File: src/hdl/watchdog_pkg.sv
// Shared constants and types for the watchdog timer and its prescaler stages
package watchdog_pkg;

  ////////////////////////////////////////////////////////////////////////////
  // Register map, byte addresses inside the decoded window
  localparam int DECODE_W = 8;
  localparam logic [DECODE_W-1:0] CONTROL_OFFSET = 8'h00;
  localparam logic [DECODE_W-1:0] OPTION_OFFSET = 8'h04;
  localparam logic [DECODE_W-1:0] STATUS_OFFSET = 8'h08;

  ////////////////////////////////////////////////////////////////////////////
  // Reset values
  localparam logic [7:0] CONTROL_RESET = 8'h08;
  localparam logic [7:0] OPTION_RESET = 8'hff;
  localparam logic [4:0] STATUS_RESET = 5'h00;

  ////////////////////////////////////////////////////////////////////////////
  // Watchdog control fields
  localparam int SOFT_EN_BIT = 0;
  localparam int PERIOD_LSB = 1;
  localparam int PERIOD_W = 4;
  localparam int CONTROL_USED_W = 5;
  localparam logic [3:0] PERIOD_MAX_CODE = 4'hb;
  // Code 0 selects 1:32, so five low bits of the first stage must be ones
  localparam logic [4:0] PERIOD_BASE_BITS = 5'h05;

  ////////////////////////////////////////////////////////////////////////////
  // Option control fields
  localparam int PRESCALE_RATIO_LSB = 0;
  localparam int PRESCALE_RATIO_W = 3;
  localparam int PRESCALER_ASSIGN_BIT = 3;

  ////////////////////////////////////////////////////////////////////////////
  // Status fields
  localparam int TIMEOUT_BIT = 0;
  localparam int WAKE_BIT = 1;
  localparam int RUNNING_BIT = 2;
  localparam int ASLEEP_BIT = 3;
  localparam int HOLD_BIT = 4;
  localparam int STATUS_W = 5;

  ////////////////////////////////////////////////////////////////////////////
  // Prescaler chain sizes
  localparam int STAGE_ONE_W = 16;
  localparam int STAGE_TWO_W = 8;

  ////////////////////////////////////////////////////////////////////////////
  // Bus encodings
  localparam int HTRANS_ACTIVE_BIT = 1;
  localparam logic HRESP_OKAY = 1'b0;

  typedef enum logic {
    RUN_STATE,
    SLEEP_STATE
  } power_state_type;

endpackage

File: src/hdl/watchdog_timer.sv
// Watchdog timer with period select, shared prescaler and AHB-Lite registers
//
// Chosen here: the register offsets and register access over AHB-Lite.
module watchdog_timer #(
  parameter int STAGE_ONE_W = watchdog_pkg::STAGE_ONE_W,
  parameter int STAGE_TWO_W = watchdog_pkg::STAGE_TWO_W
) (
  input wire logic clk_in,
  input wire logic resetn_in,
  input wire logic hsel_in,
  input wire logic [31:0] haddr_in,
  input wire logic [1:0] htrans_in,
  input wire logic hwrite_in,
  input wire logic [2:0] hsize_in,
  input wire logic [31:0] hwdata_in,
  input wire logic hready_in,
  output logic hreadyout_out,
  output logic hresp_out,
  output logic [31:0] hrdata_out,
  input wire logic low_freq_internal_osc_in,
  input wire logic config_watchdog_enable_in,
  input wire logic crystal_osc_mode_in,
  input wire logic osc_startup_timer_busy_in,
  input wire logic clear_watchdog_instr_in,
  input wire logic osc_fail_in,
  input wire logic sleep_enter_in,
  input wire logic wake_event_in,
  input wire logic lowfreq_sysclk_ready_in,
  output logic watchdog_reset_out,
  output logic watchdog_wake_out,
  output logic sleeping_out,
  output logic lowfreq_stable_flag_out,
  output logic timeout_flag_out
);

  localparam int SEL_ONE_W = $clog2(STAGE_ONE_W + 1);
  localparam int SEL_TWO_W = $clog2(STAGE_TWO_W + 1);

  if (STAGE_ONE_W < int'(watchdog_pkg::PERIOD_BASE_BITS) + int'(watchdog_pkg::PERIOD_MAX_CODE)
      || STAGE_TWO_W < (1 << watchdog_pkg::PRESCALE_RATIO_W) - 1) begin : g_bad_size
    $error("watchdog_timer: prescaler stages too short for the period and ratio fields");
  end

  ////////////////////////////////////////////////////////////////////////////
  // Reset release and oscillator synchroniser

  logic rst_meta_reg;
  logic rst_n;
  logic osc_meta_reg;
  logic osc_sync_reg;
  logic osc_prev_reg;
  logic lf_tick;

  always_ff @(posedge clk_in or negedge resetn_in) begin
    if (!resetn_in) begin
      rst_meta_reg <= 1'b0;
      rst_n <= 1'b0;
    end else begin
      rst_meta_reg <= 1'b1;
      rst_n <= rst_meta_reg;
    end
  end

  always_ff @(posedge clk_in or negedge rst_n) begin
    if (!rst_n) begin
      osc_meta_reg <= 1'b0;
      osc_sync_reg <= 1'b0;
      osc_prev_reg <= 1'b0;
    end else begin
      osc_meta_reg <= low_freq_internal_osc_in;
      osc_sync_reg <= osc_meta_reg;
      osc_prev_reg <= osc_sync_reg;
    end
  end

  // The chain sees the oscillator, never the system clock source
  assign lf_tick = osc_sync_reg && !osc_prev_reg;

  ////////////////////////////////////////////////////////////////////////////
  // Register state

  logic [watchdog_pkg::PERIOD_W-1:0] period_reg;
  logic [watchdog_pkg::PERIOD_W-1:0] period_next;
  logic soft_en_reg;
  logic soft_en_next;
  logic [7:0] option_reg;
  logic [7:0] option_next;
  logic timeout_flag_reg;
  logic timeout_flag_next;
  logic wake_flag_reg;
  logic wake_flag_next;
  logic dphase_reg;
  logic dphase_next;
  logic dphase_write_reg;
  logic dphase_write_next;
  logic [watchdog_pkg::DECODE_W-1:0] dphase_addr_reg;
  logic [watchdog_pkg::DECODE_W-1:0] dphase_addr_next;
  logic [31:0] hrdata_reg;
  logic [31:0] hrdata_next;

  ////////////////////////////////////////////////////////////////////////////
  // Watchdog state

  watchdog_pkg::power_state_type state_reg;
  watchdog_pkg::power_state_type state_next;
  logic hold_reg;
  logic hold_next;
  logic ost_prev_reg;
  logic reset_pulse_reg;
  logic reset_pulse_next;
  logic wake_pulse_reg;
  logic wake_pulse_next;
  logic lts_reg;

  logic enabled;
  logic exit_sleep;
  logic ost_done;
  logic chain_clear;
  logic carry_one;
  logic carry_two;
  logic stage_two_clear;
  logic timeout_evt;
  logic assign_to_wdt;
  logic [watchdog_pkg::PERIOD_W-1:0] period_used;
  logic [SEL_ONE_W-1:0] tap_one;
  logic [SEL_TWO_W-1:0] tap_two;

  function automatic logic [31:0] read_word(
    input logic [watchdog_pkg::DECODE_W-1:0] addr,
    input logic [watchdog_pkg::PERIOD_W-1:0] period,
    input logic soft_en,
    input logic [7:0] option,
    input logic [watchdog_pkg::STATUS_W-1:0] status
  );
    logic [31:0] word;
    word = '0;
    case (addr)
      watchdog_pkg::CONTROL_OFFSET: begin
        // Upper control bits are unimplemented
        word[watchdog_pkg::CONTROL_USED_W-1:0] = {period, soft_en};
      end
      watchdog_pkg::OPTION_OFFSET: begin
        word[7:0] = option;
      end
      watchdog_pkg::STATUS_OFFSET: begin
        word[watchdog_pkg::STATUS_W-1:0] = status;
      end
      default: begin
        word = '0;
      end
    endcase
    return word;
  endfunction

  ////////////////////////////////////////////////////////////////////////////
  // Enable, clear and chain control

  always_comb begin
    enabled = config_watchdog_enable_in || soft_en_reg;
    exit_sleep = (state_reg == watchdog_pkg::SLEEP_STATE) && (wake_event_in || wake_pulse_next);
    ost_done = ost_prev_reg && !osc_startup_timer_busy_in;
    assign_to_wdt = option_reg[watchdog_pkg::PRESCALER_ASSIGN_BIT];
    // Reserved codes act as the longest period rather than wrapping short
    period_used = (period_reg > watchdog_pkg::PERIOD_MAX_CODE) ? watchdog_pkg::PERIOD_MAX_CODE : period_reg;
    tap_one = SEL_ONE_W'(watchdog_pkg::PERIOD_BASE_BITS) + SEL_ONE_W'(period_used);
    tap_two = SEL_TWO_W'(option_reg[watchdog_pkg::PRESCALE_RATIO_LSB +: watchdog_pkg::PRESCALE_RATIO_W]);
    chain_clear = !enabled
      || clear_watchdog_instr_in
      || osc_fail_in
      || osc_startup_timer_busy_in
      || hold_reg
      || sleep_enter_in
      || (state_reg == watchdog_pkg::SLEEP_STATE && wake_event_in)
      || reset_pulse_reg
      || wake_pulse_reg;
    // While the timer owns the shared stage, the watchdog bypasses it
    stage_two_clear = chain_clear || !assign_to_wdt;
    timeout_evt = assign_to_wdt ? carry_two : carry_one;
  end

  watchdog_prescaler #(
    .WIDTH(STAGE_ONE_W),
    .SEL_W(SEL_ONE_W)
  ) stage_one (
    .clk_in(clk_in),
    .rst_n_in(rst_n),
    .clear_in(chain_clear),
    .tick_in(lf_tick),
    .tap_bits_in(tap_one),
    .carry_out(carry_one)
  );

  watchdog_prescaler #(
    .WIDTH(STAGE_TWO_W),
    .SEL_W(SEL_TWO_W)
  ) stage_two (
    .clk_in(clk_in),
    .rst_n_in(rst_n),
    .clear_in(stage_two_clear),
    .tick_in(carry_one),
    .tap_bits_in(tap_two),
    .carry_out(carry_two)
  );

  always_comb begin
    state_next = state_reg;
    hold_next = hold_reg;
    reset_pulse_next = 1'b0;
    wake_pulse_next = 1'b0;
    case (state_reg)
      watchdog_pkg::RUN_STATE: begin
        reset_pulse_next = timeout_evt;
        if (sleep_enter_in && !timeout_evt) begin
          state_next = watchdog_pkg::SLEEP_STATE;
        end
      end
      watchdog_pkg::SLEEP_STATE: begin
        wake_pulse_next = timeout_evt;
        if (wake_event_in || timeout_evt) begin
          state_next = watchdog_pkg::RUN_STATE;
        end
      end
      default: begin
        state_next = watchdog_pkg::RUN_STATE;
      end
    endcase
    if (exit_sleep && crystal_osc_mode_in) begin
      hold_next = 1'b1;
    end else if (ost_done) begin
      hold_next = 1'b0;
    end
  end

  always_ff @(posedge clk_in or negedge rst_n) begin
    if (!rst_n) begin
      state_reg <= watchdog_pkg::RUN_STATE;
      hold_reg <= 1'b0;
      ost_prev_reg <= 1'b0;
      reset_pulse_reg <= 1'b0;
      wake_pulse_reg <= 1'b0;
      lts_reg <= 1'b0;
    end else begin
      state_reg <= state_next;
      hold_reg <= hold_next;
      ost_prev_reg <= osc_startup_timer_busy_in;
      reset_pulse_reg <= reset_pulse_next;
      wake_pulse_reg <= wake_pulse_next;
      lts_reg <= lowfreq_sysclk_ready_in;
    end
  end

  ////////////////////////////////////////////////////////////////////////////
  // AHB-Lite slave and software registers

  always_comb begin
    logic take;
    logic wr;
    logic [7:0] wbyte;
    take = 1'b0;
    wr = 1'b0;
    wbyte = hwdata_in[7:0];
    take = hsel_in && htrans_in[watchdog_pkg::HTRANS_ACTIVE_BIT] && hready_in;
    wr = dphase_reg && dphase_write_reg;
    dphase_next = take;
    dphase_write_next = take && hwrite_in;
    dphase_addr_next = take ? haddr_in[watchdog_pkg::DECODE_W-1:0] : dphase_addr_reg;
    period_next = period_reg;
    soft_en_next = soft_en_reg;
    option_next = option_reg;
    timeout_flag_next = timeout_flag_reg;
    wake_flag_next = wake_flag_reg;
    if (wr && dphase_addr_reg == watchdog_pkg::CONTROL_OFFSET) begin
      period_next = wbyte[watchdog_pkg::PERIOD_LSB +: watchdog_pkg::PERIOD_W];
      soft_en_next = wbyte[watchdog_pkg::SOFT_EN_BIT];
    end
    if (wr && dphase_addr_reg == watchdog_pkg::OPTION_OFFSET) begin
      option_next = wbyte;
    end
    if (wr && dphase_addr_reg == watchdog_pkg::STATUS_OFFSET) begin
      timeout_flag_next = timeout_flag_reg && !wbyte[watchdog_pkg::TIMEOUT_BIT];
      wake_flag_next = wake_flag_reg && !wbyte[watchdog_pkg::WAKE_BIT];
    end
    // The watchdog reset is a device reset, so control and option reload
    if (reset_pulse_reg) begin
      period_next = watchdog_pkg::CONTROL_RESET[watchdog_pkg::PERIOD_LSB +: watchdog_pkg::PERIOD_W];
      soft_en_next = watchdog_pkg::CONTROL_RESET[watchdog_pkg::SOFT_EN_BIT];
      option_next = watchdog_pkg::OPTION_RESET;
    end
    // Hardware sets win over a software clear in the same cycle
    if (reset_pulse_reg) begin
      timeout_flag_next = 1'b1;
    end
    if (wake_pulse_reg) begin
      wake_flag_next = 1'b1;
    end
    // Read data follows any write landing this cycle
    hrdata_next = take ? read_word(haddr_in[watchdog_pkg::DECODE_W-1:0], period_next, soft_en_next, option_next,
                                   {hold_next, state_next == watchdog_pkg::SLEEP_STATE, enabled, wake_flag_next,
                                    timeout_flag_next}) : hrdata_reg;
  end

  always_ff @(posedge clk_in or negedge rst_n) begin
    if (!rst_n) begin
      period_reg <= watchdog_pkg::CONTROL_RESET[watchdog_pkg::PERIOD_LSB +: watchdog_pkg::PERIOD_W];
      soft_en_reg <= watchdog_pkg::CONTROL_RESET[watchdog_pkg::SOFT_EN_BIT];
      option_reg <= watchdog_pkg::OPTION_RESET;
      timeout_flag_reg <= watchdog_pkg::STATUS_RESET[watchdog_pkg::TIMEOUT_BIT];
      wake_flag_reg <= watchdog_pkg::STATUS_RESET[watchdog_pkg::WAKE_BIT];
      dphase_reg <= 1'b0;
      dphase_write_reg <= 1'b0;
      dphase_addr_reg <= '0;
      hrdata_reg <= '0;
    end else begin
      period_reg <= period_next;
      soft_en_reg <= soft_en_next;
      option_reg <= option_next;
      timeout_flag_reg <= timeout_flag_next;
      wake_flag_reg <= wake_flag_next;
      dphase_reg <= dphase_next;
      dphase_write_reg <= dphase_write_next;
      dphase_addr_reg <= dphase_addr_next;
      hrdata_reg <= hrdata_next;
    end
  end

  ////////////////////////////////////////////////////////////////////////////
  // Outputs

  // Zero wait states; narrower sizes act on the low byte
  assign hreadyout_out = 1'b1;
  assign hresp_out = watchdog_pkg::HRESP_OKAY;
  assign hrdata_out = hrdata_reg;
  // Internal reset request only; this block has no path to the master clear pin
  assign watchdog_reset_out = reset_pulse_reg;
  assign watchdog_wake_out = wake_pulse_reg;
  assign sleeping_out = (state_reg == watchdog_pkg::SLEEP_STATE);
  assign lowfreq_stable_flag_out = lts_reg;
  assign timeout_flag_out = timeout_flag_reg;

endmodule

File: src/hdl/watchdog_prescaler.sv
// One synchronous prescaler stage with a selectable carry tap
module watchdog_prescaler #(
  parameter int WIDTH = 16,
  parameter int SEL_W = 5
) (
  input wire logic clk_in,
  input wire logic rst_n_in,
  input wire logic clear_in,
  input wire logic tick_in,
  input wire logic [SEL_W-1:0] tap_bits_in,
  output logic carry_out
);

  logic [WIDTH-1:0] count_reg;
  logic [WIDTH-1:0] count_next;
  logic [WIDTH-1:0] mask;

  if (WIDTH < 1 || (1 << SEL_W) <= WIDTH) begin : g_bad_size
    $error("watchdog_prescaler: tap select cannot reach every width");
  end

  // Mask of the low bits that must all be ones for a carry
  function automatic logic [WIDTH-1:0] low_mask(input logic [SEL_W-1:0] bits);
    logic [WIDTH-1:0] m;
    m = '0;
    for (int i = 0; i < WIDTH; i++) begin
      if (i < int'(bits)) begin
        m[i] = 1'b1;
      end
    end
    return m;
  endfunction

  always_comb begin
    mask = low_mask(tap_bits_in);
    carry_out = tick_in && !clear_in && ((count_reg & mask) == mask);
    count_next = count_reg;
    if (clear_in) begin
      count_next = '0;
    end else if (tick_in) begin
      count_next = count_reg + WIDTH'(1);
    end
  end

  always_ff @(posedge clk_in or negedge rst_n_in) begin
    if (!rst_n_in) begin
      count_reg <= '0;
    end else begin
      count_reg <= count_next;
    end
  end

endmodule

File: config.mk
export PLATFORM = sky130hd
export DESIGN_NAME = watchdog_timer
export DESIGN_NICKNAME = d
export VERILOG_FILES = /design/src/hdl/watchdog_pkg.sv /design/src/hdl/watchdog_timer.sv /design/src/hdl/watchdog_prescaler.sv
export SDC_FILE = /design/constraint.sdc
export NUM_CORES = 1
export LEC_CHECK = 0
export CORE_ASPECT_RATIO = 1.5
export CORE_MARGIN = 3
export CORE_UTILIZATION = 45
export CTS_CLUSTER_DIAMETER = 60
export DETAILED_ROUTE_END_ITERATION = 16
export DONT_BUFFER_PORTS = 1
export PLACE_DENSITY_LB_ADDON = 0.1
export SYNTH_ARGS = -nofsm -noshare
export SYNTH_HDL_FRONTEND = slang
export SYNTH_SLANG_ARGS = --single-unit
File: constraint.sdc
create_clock -name clk_in -period 5.3 [get_ports clk_in]
set_clock_uncertainty 0.15 [all_clocks]
set_input_delay 1.06 -clock clk_in [delete_from_list [all_inputs] [get_ports clk_in]]
set_output_delay 1.06 -clock clk_in [all_outputs]
set_load 0.05 [all_outputs]
==> results of run 1 <==
==> power by group <==
part | switching, W | leakage [nW] | internal [W]
clock network | 0.000189 | 0.0872 | 0.000181
registers | 0.0000270 | 0.855 | 0.000533
logic | 0.0000721 | 0.653 | 0.0000267
total | 0.000288 | 1.60 | 0.000740
==> kinds of logic after synthesis <==
family	after synthesis
AOI/OAI and AO/OA	71
xor gates and xnor gates	15
adders and majority gates	3
buffers and inverters	47
DFF	67
muxes	13
other	2
and+or+nand+nor	129
==> cells in the final DEF, fill, tap and decap left out, drive strengths merged, types with 4 or more instances in the layout <==
cell	n
dfrtp	58
nor2	39
conb	27
nand2	24
a21oi	18
o21ai	13
clkbuf	13
nand3	11
xor2	9
dfstp	9
and2	9
inv	8
mux2	8
nor3	8
nand4	7
a211o	7
nor4	7
a21o	6
xnor2	6
nand2b	5
o21a	5
or3	5
mux2i	5
o31ai	4
buf	4
==> final cells by class <==
type	instances	area, sq um
Clock buffer	13	148.9
Multi-Input combinational cell	258	1562
Inverter	8	30.03
Clock inverter	3	15.01
Fill cell	744	3722
Timing Repair Buffer	4	30.03
Sequential cell	67	1689
Tap cell	100	125.1
==> per-stage QoR <==
step | worst slack, ns | util | power [W]
final | 2.340 | 0.4916 | 0.001028
after floorplan | 2.403 | - | 0.0006675
after CTS | 2.346 | 0.4916 | 0.001041
after global routing | 2.145 | 0.4916 | 0.001073
after global placement | 2.095 | 0.4692 | 0.0006675
after detailed placement | 2.079 | 0.4692 | 0.0006687
==> critical path, stage by stage (launching register included) <==
cell,delay (ns)
dfrtp_1,0.51
a21o_1,0.29
ha_1,0.30
xnor2_2,0.25
o221ai_1,0.18
a22oi_1,0.19
o2111ai_1,0.16
buf_4,0.21
or4_1,0.47
a21oi_1,0.17
==> metal layers <==
metal  up-vias  share of wire  global-route usage
met4         0          0.022             0.09857
met3        11          0.051             0.04299
met1      1221           0.39              0.1934
met5         -              0                   0
met2        50           0.54              0.3058
li1       1175              -                   -
==> path summary, 6_finish.rpt <==
kind	startpoint	to	cells after the start
max in group asynchronous	rst_n	period_reg[2]	1
setup / recovery	period_reg[3]	stage_two.count_reg[4]	9
hold reg to reg	rst_n	hrdata_out[5]	0
min in group clk_in	osc_meta_reg	osc_sync_reg	0
setup reg to reg	period_reg[3]	stage_two.count_reg[4]	9
hold / removal	rst_n	hrdata_out[5]	0
==> flow_summary.ini, run 1 <==
[status]
status = completed

[place]
place_congestion = 0.7800
dpl-instance-area_sq_mm = 0.003436
port_buffers = 0
placed_cells = 437
hpwlAfterDp_mm = 5.334

[clock_tree]
post-cts-setup-buffer-count = 0
postCtsHoldBufs = 0
tritoncts = yes
cts-resized-gates = 0
clk_pin_slew_ns = 0.07
cts.sinks = 67
cts_root_buffer = clkbuf_8
insertion_delay_ns = 0.35
cts.htree.levels = 3
clock_path_buffers = 2
cts_buffers = 9

[drt]
drc_errors = 0
first_iter_violations = 140
vias = 2457
vias_per_cell = 5.424
wl_per_cell_microns = 16.08
dr.pass1.iters = 4
wl_mm = 7.283
drtAntennaViolNets = 0

[timing]
rsz0062_at_grt = false
worst_pin_slew_ns = 0.8201
fin_hold_ws_ns = 0.1189
fmax_ghz = 0.3378
finalHoldViolations = 0
period_share = 0.5585
setup_tns_ns = 0
max_slew_margin = 0.4518
drv_slew = 0
fin_crit_ns = 2.960
finalSetupViolations = 0

[hold_path]
hold_class = reg -> async

[synthesis]
synth_edf_count = 0
ys_seq_elements = 67
synth_mux_area_frac = 0.04079
synth_cells = 347
synth-xor-area-share = 0.04042
synth_top_family_by_area = simple AND/OR/NAND/NOR gates
yosysSeqAreaShare = 0.4913
ys_types = 51
async_reset_ff_frac = 1.000
synth.area.top_cells = dfrtp_1 (42%), dfstp_2 (6.9%), buf_4 (5.9%)
synth.largest_area_cell = dfrtp_1
synth_fa_ha_area_frac = 0.01092
synthSimpleGateAreaFrac = 0.1916
synth_ff_type = dfrtp_1
ys_warn_count = 0
syn_area_sq_mm = 0.003436
yosysMostFrequentCell = dfrtp_1
synth_compound_area_frac = 0.1413
syn_avg_cell_area_sq_um = 9.901
ys_top_cells_by_count = dfrtp_1 (58), nor2_1 (39), buf_4 (27)
synth_top_area_frac = 0.4224

[layout]
drive_above_1_share = 0.1246
nets = 434
stdcell_area_sq_mm = 0.003600
fin_cells = 453
largest_reg_flops = 16
syn_to_final_growth_pct = 4.771
n_antenna_cell = 0

[critical_path]
worstPathMaxFanout = 15
start_kind = flip-flop
setup.worst_path.class = reg -> reg
endpoint_kind = flip-flop
crit_arrival_ns = 3.08
r2r_setup_slack_ns = 2.34
cp.required_ns = 5.42

[global_route]
grt_pass1_wl_mm = 11.85
grt_usage = 0.1754
antenna_found_initial = 0
grt_pass1_vias = 2436
gr-total-overflow = 0
grt_max_degree = 40

[die]
core_sq_mm = 0.007322
rows = 38
ios = 122
dieArea_sq_mm = 0.008741
die_height_microns = 113.0
dieWidth_microns = 77.35
start_util = 0.4692

[power]
leakagePower_nw = 1.596
power_density_mw_per_mm2 = 285.6
ir_drop_mv = 0.2040

[flow_run]
maxCapViolations = 0
Note: power is estimated with default switching activity, not from simulation.
==> inputs of run 2 (changes only) <==
--- a/config.mk
+++ b/config.mk
@@ -5,6 +5,7 @@
 export SDC_FILE = /design/constraint.sdc
 export NUM_CORES = 1
 export LEC_CHECK = 0
+export ABC_AREA = 1
 export CORE_ASPECT_RATIO = 1.5
 export CORE_MARGIN = 3
 export CORE_UTILIZATION = 45
==> constraint.sdc (replaced) <==
create_clock -name clk_in -period 2.4 [get_ports clk_in]
set_clock_uncertainty 0.15 [all_clocks]
set_input_delay 0.48 -clock clk_in [delete_from_list [all_inputs] [get_ports clk_in]]
set_output_delay 0.48 -clock clk_in [all_outputs]
set_load 0.05 [all_outputs]
==> flow_summary.ini, run 2 <==
[critical_path]
cp.required_ns = 2.52
setup.worst_path.class = reg -> reg
worstPathMaxFanout = 5
crit_arrival_ns = 2.42
critPathMaxStageDelay_ns = 0.53
start_kind = flip-flop
endpoint_kind = flip-flop
cp_slowest_cell = dfstp_2
crit_chain = nand2_2 > nand2_2 > ha_4 > nand2_2 > nand2_2 > nand2_2 > nand2_2 > nor2_4 > nand3_2 > nor2_4 > nand2_4 > buf_4 > or2_2 > a21oi_1
path_common_cell = nand2_2

[global_route]
antenna_found_initial = 0
grt_pass1_vias = 2808
grt_pass1_wl_mm = 12.72
gr-total-overflow = 0
grt_max_degree = 38
grt_usage = 0.1859

[synthesis]
synth.area.top_cells = dfrtp_1 (41%), nand2_1 (12%), dfstp_2 (6.7%)
synth_ff_type = dfrtp_1
syn_avg_cell_area_sq_um = 8.023
ys_top_cells_by_count = nand2_1 (112), dfrtp_1 (58), inv_1 (49)
synth_top_area_frac = 0.4140
synth_cells = 437
ys_types = 39
yosysSeqAreaShare = 0.4814
synth_edf_count = 0
syn_area_sq_mm = 0.003506
ys_seq_elements = 67
async_reset_ff_frac = 1.000
yosysMostFrequentCell = nand2_1
ys_warn_count = 0
synth.largest_area_cell = dfrtp_1

[die]
ios = 122
die_height_microns = 114.1
dieWidth_microns = 78.07
core_sq_mm = 0.007417
dieArea_sq_mm = 0.008908
rows = 38
start_util = 0.4727

[clock_tree]
tritoncts = yes
cts.htree.levels = 3
clock_path_buffers = 2
cts_root_buffer = clkbuf_8
clk_pin_slew_ns = 0.07
cts.sinks = 67
insertion_delay_ns = 0.35
cts_buffers = 9

[drt]
drtAntennaViolNets = 0
drc_errors = 0
vias = 2739
vias_per_cell = 4.814
first_iter_violations = 114
dr.pass1.iters = 4
wl_mm = 7.586
wl_per_cell_microns = 13.33

[timing]
fin_hold_ws_ns = 0.08991
drv_slew = 0
finalSetupViolations = 0
period_share = 0.9569
finalHoldViolations = 0
fin_ws_ns = 0.1033
fmax_ghz = 0.4354
rsz0062_at_grt = true
fin_crit_ns = 2.297
setup_tns_ns = 0

[place]
port_buffers = 0
hpwlAfterDp_mm = 5.839
place_congestion = 0.8426
place_ws_ns = 0.01903

[layout]
largest_reg_flops = 16
syn_to_final_growth_pct = 11.63
final_common_cell = nand2_1
drive_above_1_share = 0.1812
n_antenna_cell = 0
fillers = 723
nets = 550
mostFrequentLayoutCells = nand2_1 (103), dfrtp_1 (57), inv_1 (49), nor2_1 (36), o21ai_0 (31)
multiInputGateArea_sq_mm = 0.001520
regArea_sq_mm = 0.001689

[hold_path]
hold_class = in -> reg

[power]
power_density_mw_per_mm2 = 590.2
leakagePower_nw = 1.952
ir_drop_mv = 0.5381
finalPower_w = 0.002310

[status]
status = completed

[flow_run]
maxCapViolations = 0
run 2: path summary, 6_finish.rpt:
kind	from	end	slack, ns	cells after the start
worst min register to register	rst_n	hold_reg	0.11	1
max in group asynchronous	rst_n	ost_prev_reg	1.25	1
min in group asynchronous	rst_n	hold_reg	0.11	1
worst max-delay path	period_reg[2]	stage_two.count_reg[0]	0.10	14
worst min-delay path	hwrite_in	dphase_write_reg	0.09	2
worst max register to register	period_reg[2]	stage_two.count_reg[0]	0.10	14
run 2: power breakdown:
| part | internal, W | switching (W) | leakage (nW) |
|---|---|---|---|
| Sequential | 0.00118 | 0.0000326 | 0.860 |
| Clock | 0.000399 | 0.000407 | 0.0872 |
| Combinational | 0.0000727 | 0.000222 | 1.00 |
run 2: timing repair:
item,in CTS,in global routing
hold buffers,5,0
hold endpoints to repair,12,0
endpoints found under the setup margin,0,7
setup buffers,0,2
resized for setup,0,13
run 2: through the flow:
step	cells	cell area [sq um]	util
6_report	569	3914	0.5277
5_1_grt	569	3914	0.5277
4_1_cts	567	3855	0.5197
3_5_place_dp	546	3641	0.4909
3_3_place_gp	546	3641	0.4909
2_1_floorplan	462	3600	-
run 2: layout make-up:
type / instances / area share
tap: 100 / 0.03197
multi-input combinational: 305 / 0.3884
clock inverter: 3 / 0.003836
clock buffer: 13 / 0.03804
timing repair buffer: 23 / 0.05051
sequential: 67 / 0.4316
inverter: 58 / 0.05563
run 2: cells by family after synthesis:
group	synth area share
and+or+nand+nor	0.2680
DFF	0.4814
other	0.002142
buffers and inverters	0.1242
adders and majority gates	0.01071
muxes	0.003212
xor gates and xnor gates	0.002499
AOI/OAI and AO/OA	0.1078
run 2: worst max-delay path: cells and delay by family, from the launching register on:
| kind | cells | cell delay, ns |
|---|---|---|
| fa+ha+maj | 1 | 0.22 |
| flops | 1 | 0.53 |
| buf+inv | 1 | 0.14 |
| simple gates | 11 | 1.04 |
| compound gates | 1 | 0.13 |
run 2: metal layers:
metal / wire, microns / GRT usage / share of wire
met1: 2948 / 0.1998 / 0.39
met2: 4113 / 0.3330 / 0.54
met3: 298 / 0.04803 / 0.039
met4: 227 / 0.09568 / 0.030
met5: 0 / 0 / 0
==> inputs of run 3 (changes only) <==
--- a/config.mk
+++ b/config.mk
@@ -6,7 +6,7 @@
 export NUM_CORES = 1
 export LEC_CHECK = 0
 export ABC_AREA = 1
-export CORE_ASPECT_RATIO = 1.5
+export CORE_ASPECT_RATIO = 0.5
 export CORE_MARGIN = 3
 export CORE_UTILIZATION = 45
 export CTS_CLUSTER_DIAMETER = 60
@@ -15,4 +15,5 @@
 export PLACE_DENSITY_LB_ADDON = 0.1
 export SYNTH_ARGS = -nofsm -noshare
 export SYNTH_HDL_FRONTEND = slang
+export SYNTH_HIERARCHICAL = 1
 export SYNTH_SLANG_ARGS = --single-unit
==> flow_summary.ini, run 3 <==
[layout]
nets = 643
fin_cells = 674
largest_reg_flops = 16
n_antenna_cell = 0
final_common_cell = nand2_1
mostFrequentLayoutCells = nand2_1 (129), dfrtp_1 (56), inv_1 (54), nor2_1 (47), nand3_1 (45)
syn_to_final_growth_pct = 20.53
drive_above_1_share = 0.2313

[power]
p_comb_frac = 0.127
leakagePower_nw = 2.304
ir_drop_mv = 0.3473
p_int_w = 0.002113
power_density_mw_per_mm2 = 633.2
p_switching_w = 0.0008401
seq_power_share = 0.421
sw_frac_of_total = 0.2844
p_clk_frac = 0.452

[timing]
drv_slew = 0
finalHoldViolations = 0
rsz0062_at_grt = true
fmax_ghz = 0.3306
worst_pin_slew_ns = 0.5372
period_share = 1.260
max_slew_margin = 0.6418
setup_tns_ns = -3.750
finalSetupViolations = 12
fin_crit_ns = 3.025
fin_ws_ns = -0.6248

[synthesis]
ys_warn_count = 6
synth_ff_type = dfrtp_1
synth.largest_area_cell = dfrtp_1
yosysMostFrequentCell = nand2_1
synth_top_area_frac = 0.3815
yosysSeqAreaShare = 0.4426
syn_area_sq_mm = 0.003870
synth_edf_count = 0
ys_seq_elements = 68
async_reset_ff_frac = 1.000
ys_top_cells_by_count = nand2_1 (138), dfrtp_1 (59), inv_1 (58)
syn_avg_cell_area_sq_um = 7.618
synth_cells = 508
synth.area.top_cells = dfrtp_1 (38%), nand2_1 (13%), dfstp_2 (6.1%)
ys_types = 36

[drt]
wl_mm = 9.001
dr.pass1.iters = 5
vias_per_cell = 4.871
drtAntennaViolNets = 0
wl_per_cell_microns = 13.35
first_iter_violations = 103
drc_errors = 0
vias = 3283

[clock_tree]
tritoncts = yes
cts.htree.levels = 3
cts_root_buffer = clkbuf_16
clk_pin_slew_ns = 0.06
cts.sinks = 68
clock_path_buffers = 2
insertion_delay_ns = 0.34
cts_buffers = 9

[critical_path]
endpoint_kind = flip-flop
start_kind = flip-flop
worstPathMaxFanout = 3
cp.required_ns = 2.48
setup.worst_path.class = reg -> reg
crit_arrival_ns = 3.10

[die]
ios = 122
dieArea_sq_mm = 0.009817
core_sq_mm = 0.008173
die_height_microns = 71.58
dieWidth_microns = 137.2
rows = 23
start_util = 0.4735

[global_route]
grt_pass1_vias = 3090
antenna_found_initial = 0
grt_pass1_wl_mm = 15.04
grt_usage = 0.1990
gr-total-overflow = 0
grt_max_degree = 25

[place]
port_buffers = 0
hpwlAfterDp_mm = 6.694
place_congestion = 0.9045
placed_cells = 649

[flow_run]
maxCapViolations = 0

[status]
violations = setup timing
status = finished, violations left

[hold_path]
hold_class = reg -> async
## run 3: changes by cell type after synthesis, moves of 3 or more
| cell | previous run | this run |
|---|---|---|
| nand3_2 | 3 | 10 |
| inv_1 | 49 | 58 |
| nand4_1 | 3 | 9 |
| nand2_1 | 112 | 138 |
| nor2_1 | 36 | 55 |
| a21oi_1 | 23 | 15 |
| clkbuf_1 | 6 | 3 |
| and3_1 | 1 | 4 |
| nand3_1 | 20 | 46 |
| nor3_1 | 2 | 5 |
| o21ai_1 | 4 | 1 |
| o21ai_0 | 31 | 21 |
## run 3: kinds of logic (layout without fill, tap and decap cells)
kind of cell / Yosys count / in the layout / synth area share
simple gates: 288 / 288 / 0.3479
fa+ha+maj: 3 / 3 / 0.009700
compound gates: 47 / 47 / 0.06789
flops: 68 / 68 / 0.4426
other cells: 2 / 29 / 0.001941
xor+xnor: 2 / 2 / 0.004527
buf+inv: 98 / 125 / 0.1254
## run 3: worst max-delay path, stage by stage, from the launching register on
cell and delay (ns):
dfstp_2 0.55, nand2_2 0.07, nand2_2 0.10, ha_4 0.17, xor2_4 0.22, inv_2 0.07
nor2_2 0.13, nand3_1 0.08, nand2_1 0.06, nand2_1 0.04, nor2_1 0.09, nand2_1 0.08
nor2_4 0.10, inv_2 0.05, nor2_4 0.08, o21ai_1 0.06, nor2_1 0.09, o211ai_1 0.09
nor2_1 0.09, nand2_1 0.07, nand2_2 0.07, buf_4 0.12, nor2_4 0.03, nand2_1 0.07
nand3_1 0.06, nand2_1 0.06, nand2_1 0.05
## run 3: final cells by class
type                            instances  area [sq um]
Clock buffer                            9         225.2
Clock inverter                          7         76.32
Fill cell                             791          3508
Inverter                               67         254.0
Multi-Input combinational cell        369          1907
Sequential cell                        68          1717
Tap cell                              112         140.1
Timing Repair Buffer                   42         345.3
## run 3: worst paths after layout
kind | depth (start not counted) | from | endpoint | slack (ns)
worst max-delay path | 26 | period_reg[2] | hrdata_out[3] | -0.62
worst min-delay path | 0 | rst_n | hrdata_out[7] | 0.09
worst max register to register | 26 | period_reg[2] | hrdata_out[3] | -0.62
worst min register to register | 0 | rst_n | hrdata_out[7] | 0.09
max in group asynchronous | 1 | rst_n | period_reg[2] | 1.27
min in group clk_in | 2 | hwrite_in | dphase_write_reg | 0.09
## run 3: power groups by stage
stage	combinational [W]	clock (W)	sequential (W)
after floorplan	0.000272	0	0.00128
after global placement	0.000329	0	0.00126
after detailed placement	0.000330	0	0.00126
after CTS	0.000357	0.00136	0.00124
after global routing	0.000417	0.00143	0.00125
final	0.000375	0.00133	0.00124
## run 3: repair_timing
action                                  4_1_cts  5_1_grt
pin swaps                                     4       14
endpoints found under the setup margin       12       14
hold buffers                                  1        3
setup buffers                                 5        4
resized for setup                            14       23
hold endpoints to repair                      2        3
## run 3: per-stage QoR
| stage | utilization | worst slack (ns) | hold WS (ns) | instance area, sq um | total power (W) |
|---|---|---|---|---|---|
| after CTS | 0.5573 | -0.5535 | 0.002299 | 4554 | 0.002964 |
| after detailed placement | 0.5073 | -0.6381 | 0.03449 | 4146 | 0.001594 |
| after global routing | 0.5707 | -0.8885 | 0.07861 | 4664 | 0.003094 |
| final | 0.5707 | -0.6248 | 0.09076 | 4664 | 0.002954 |
| after global placement | 0.5073 | -0.5559 | 0.03449 | 4146 | 0.001593 |
| after floorplan | - | -0.5284 | 0.03441 | 3989 | 0.001548 |
## run 3: metal layers
layer	GRT usage	vias to the layer above	share of wire	routed length (microns)
li1	-	1670	-	-
met1	0.2641	1520	0.47	4266
met2	0.2995	80	0.45	4029
met3	0.07854	13	0.063	567
met4	0.06748	0	0.015	138
met5	0	-	0	0
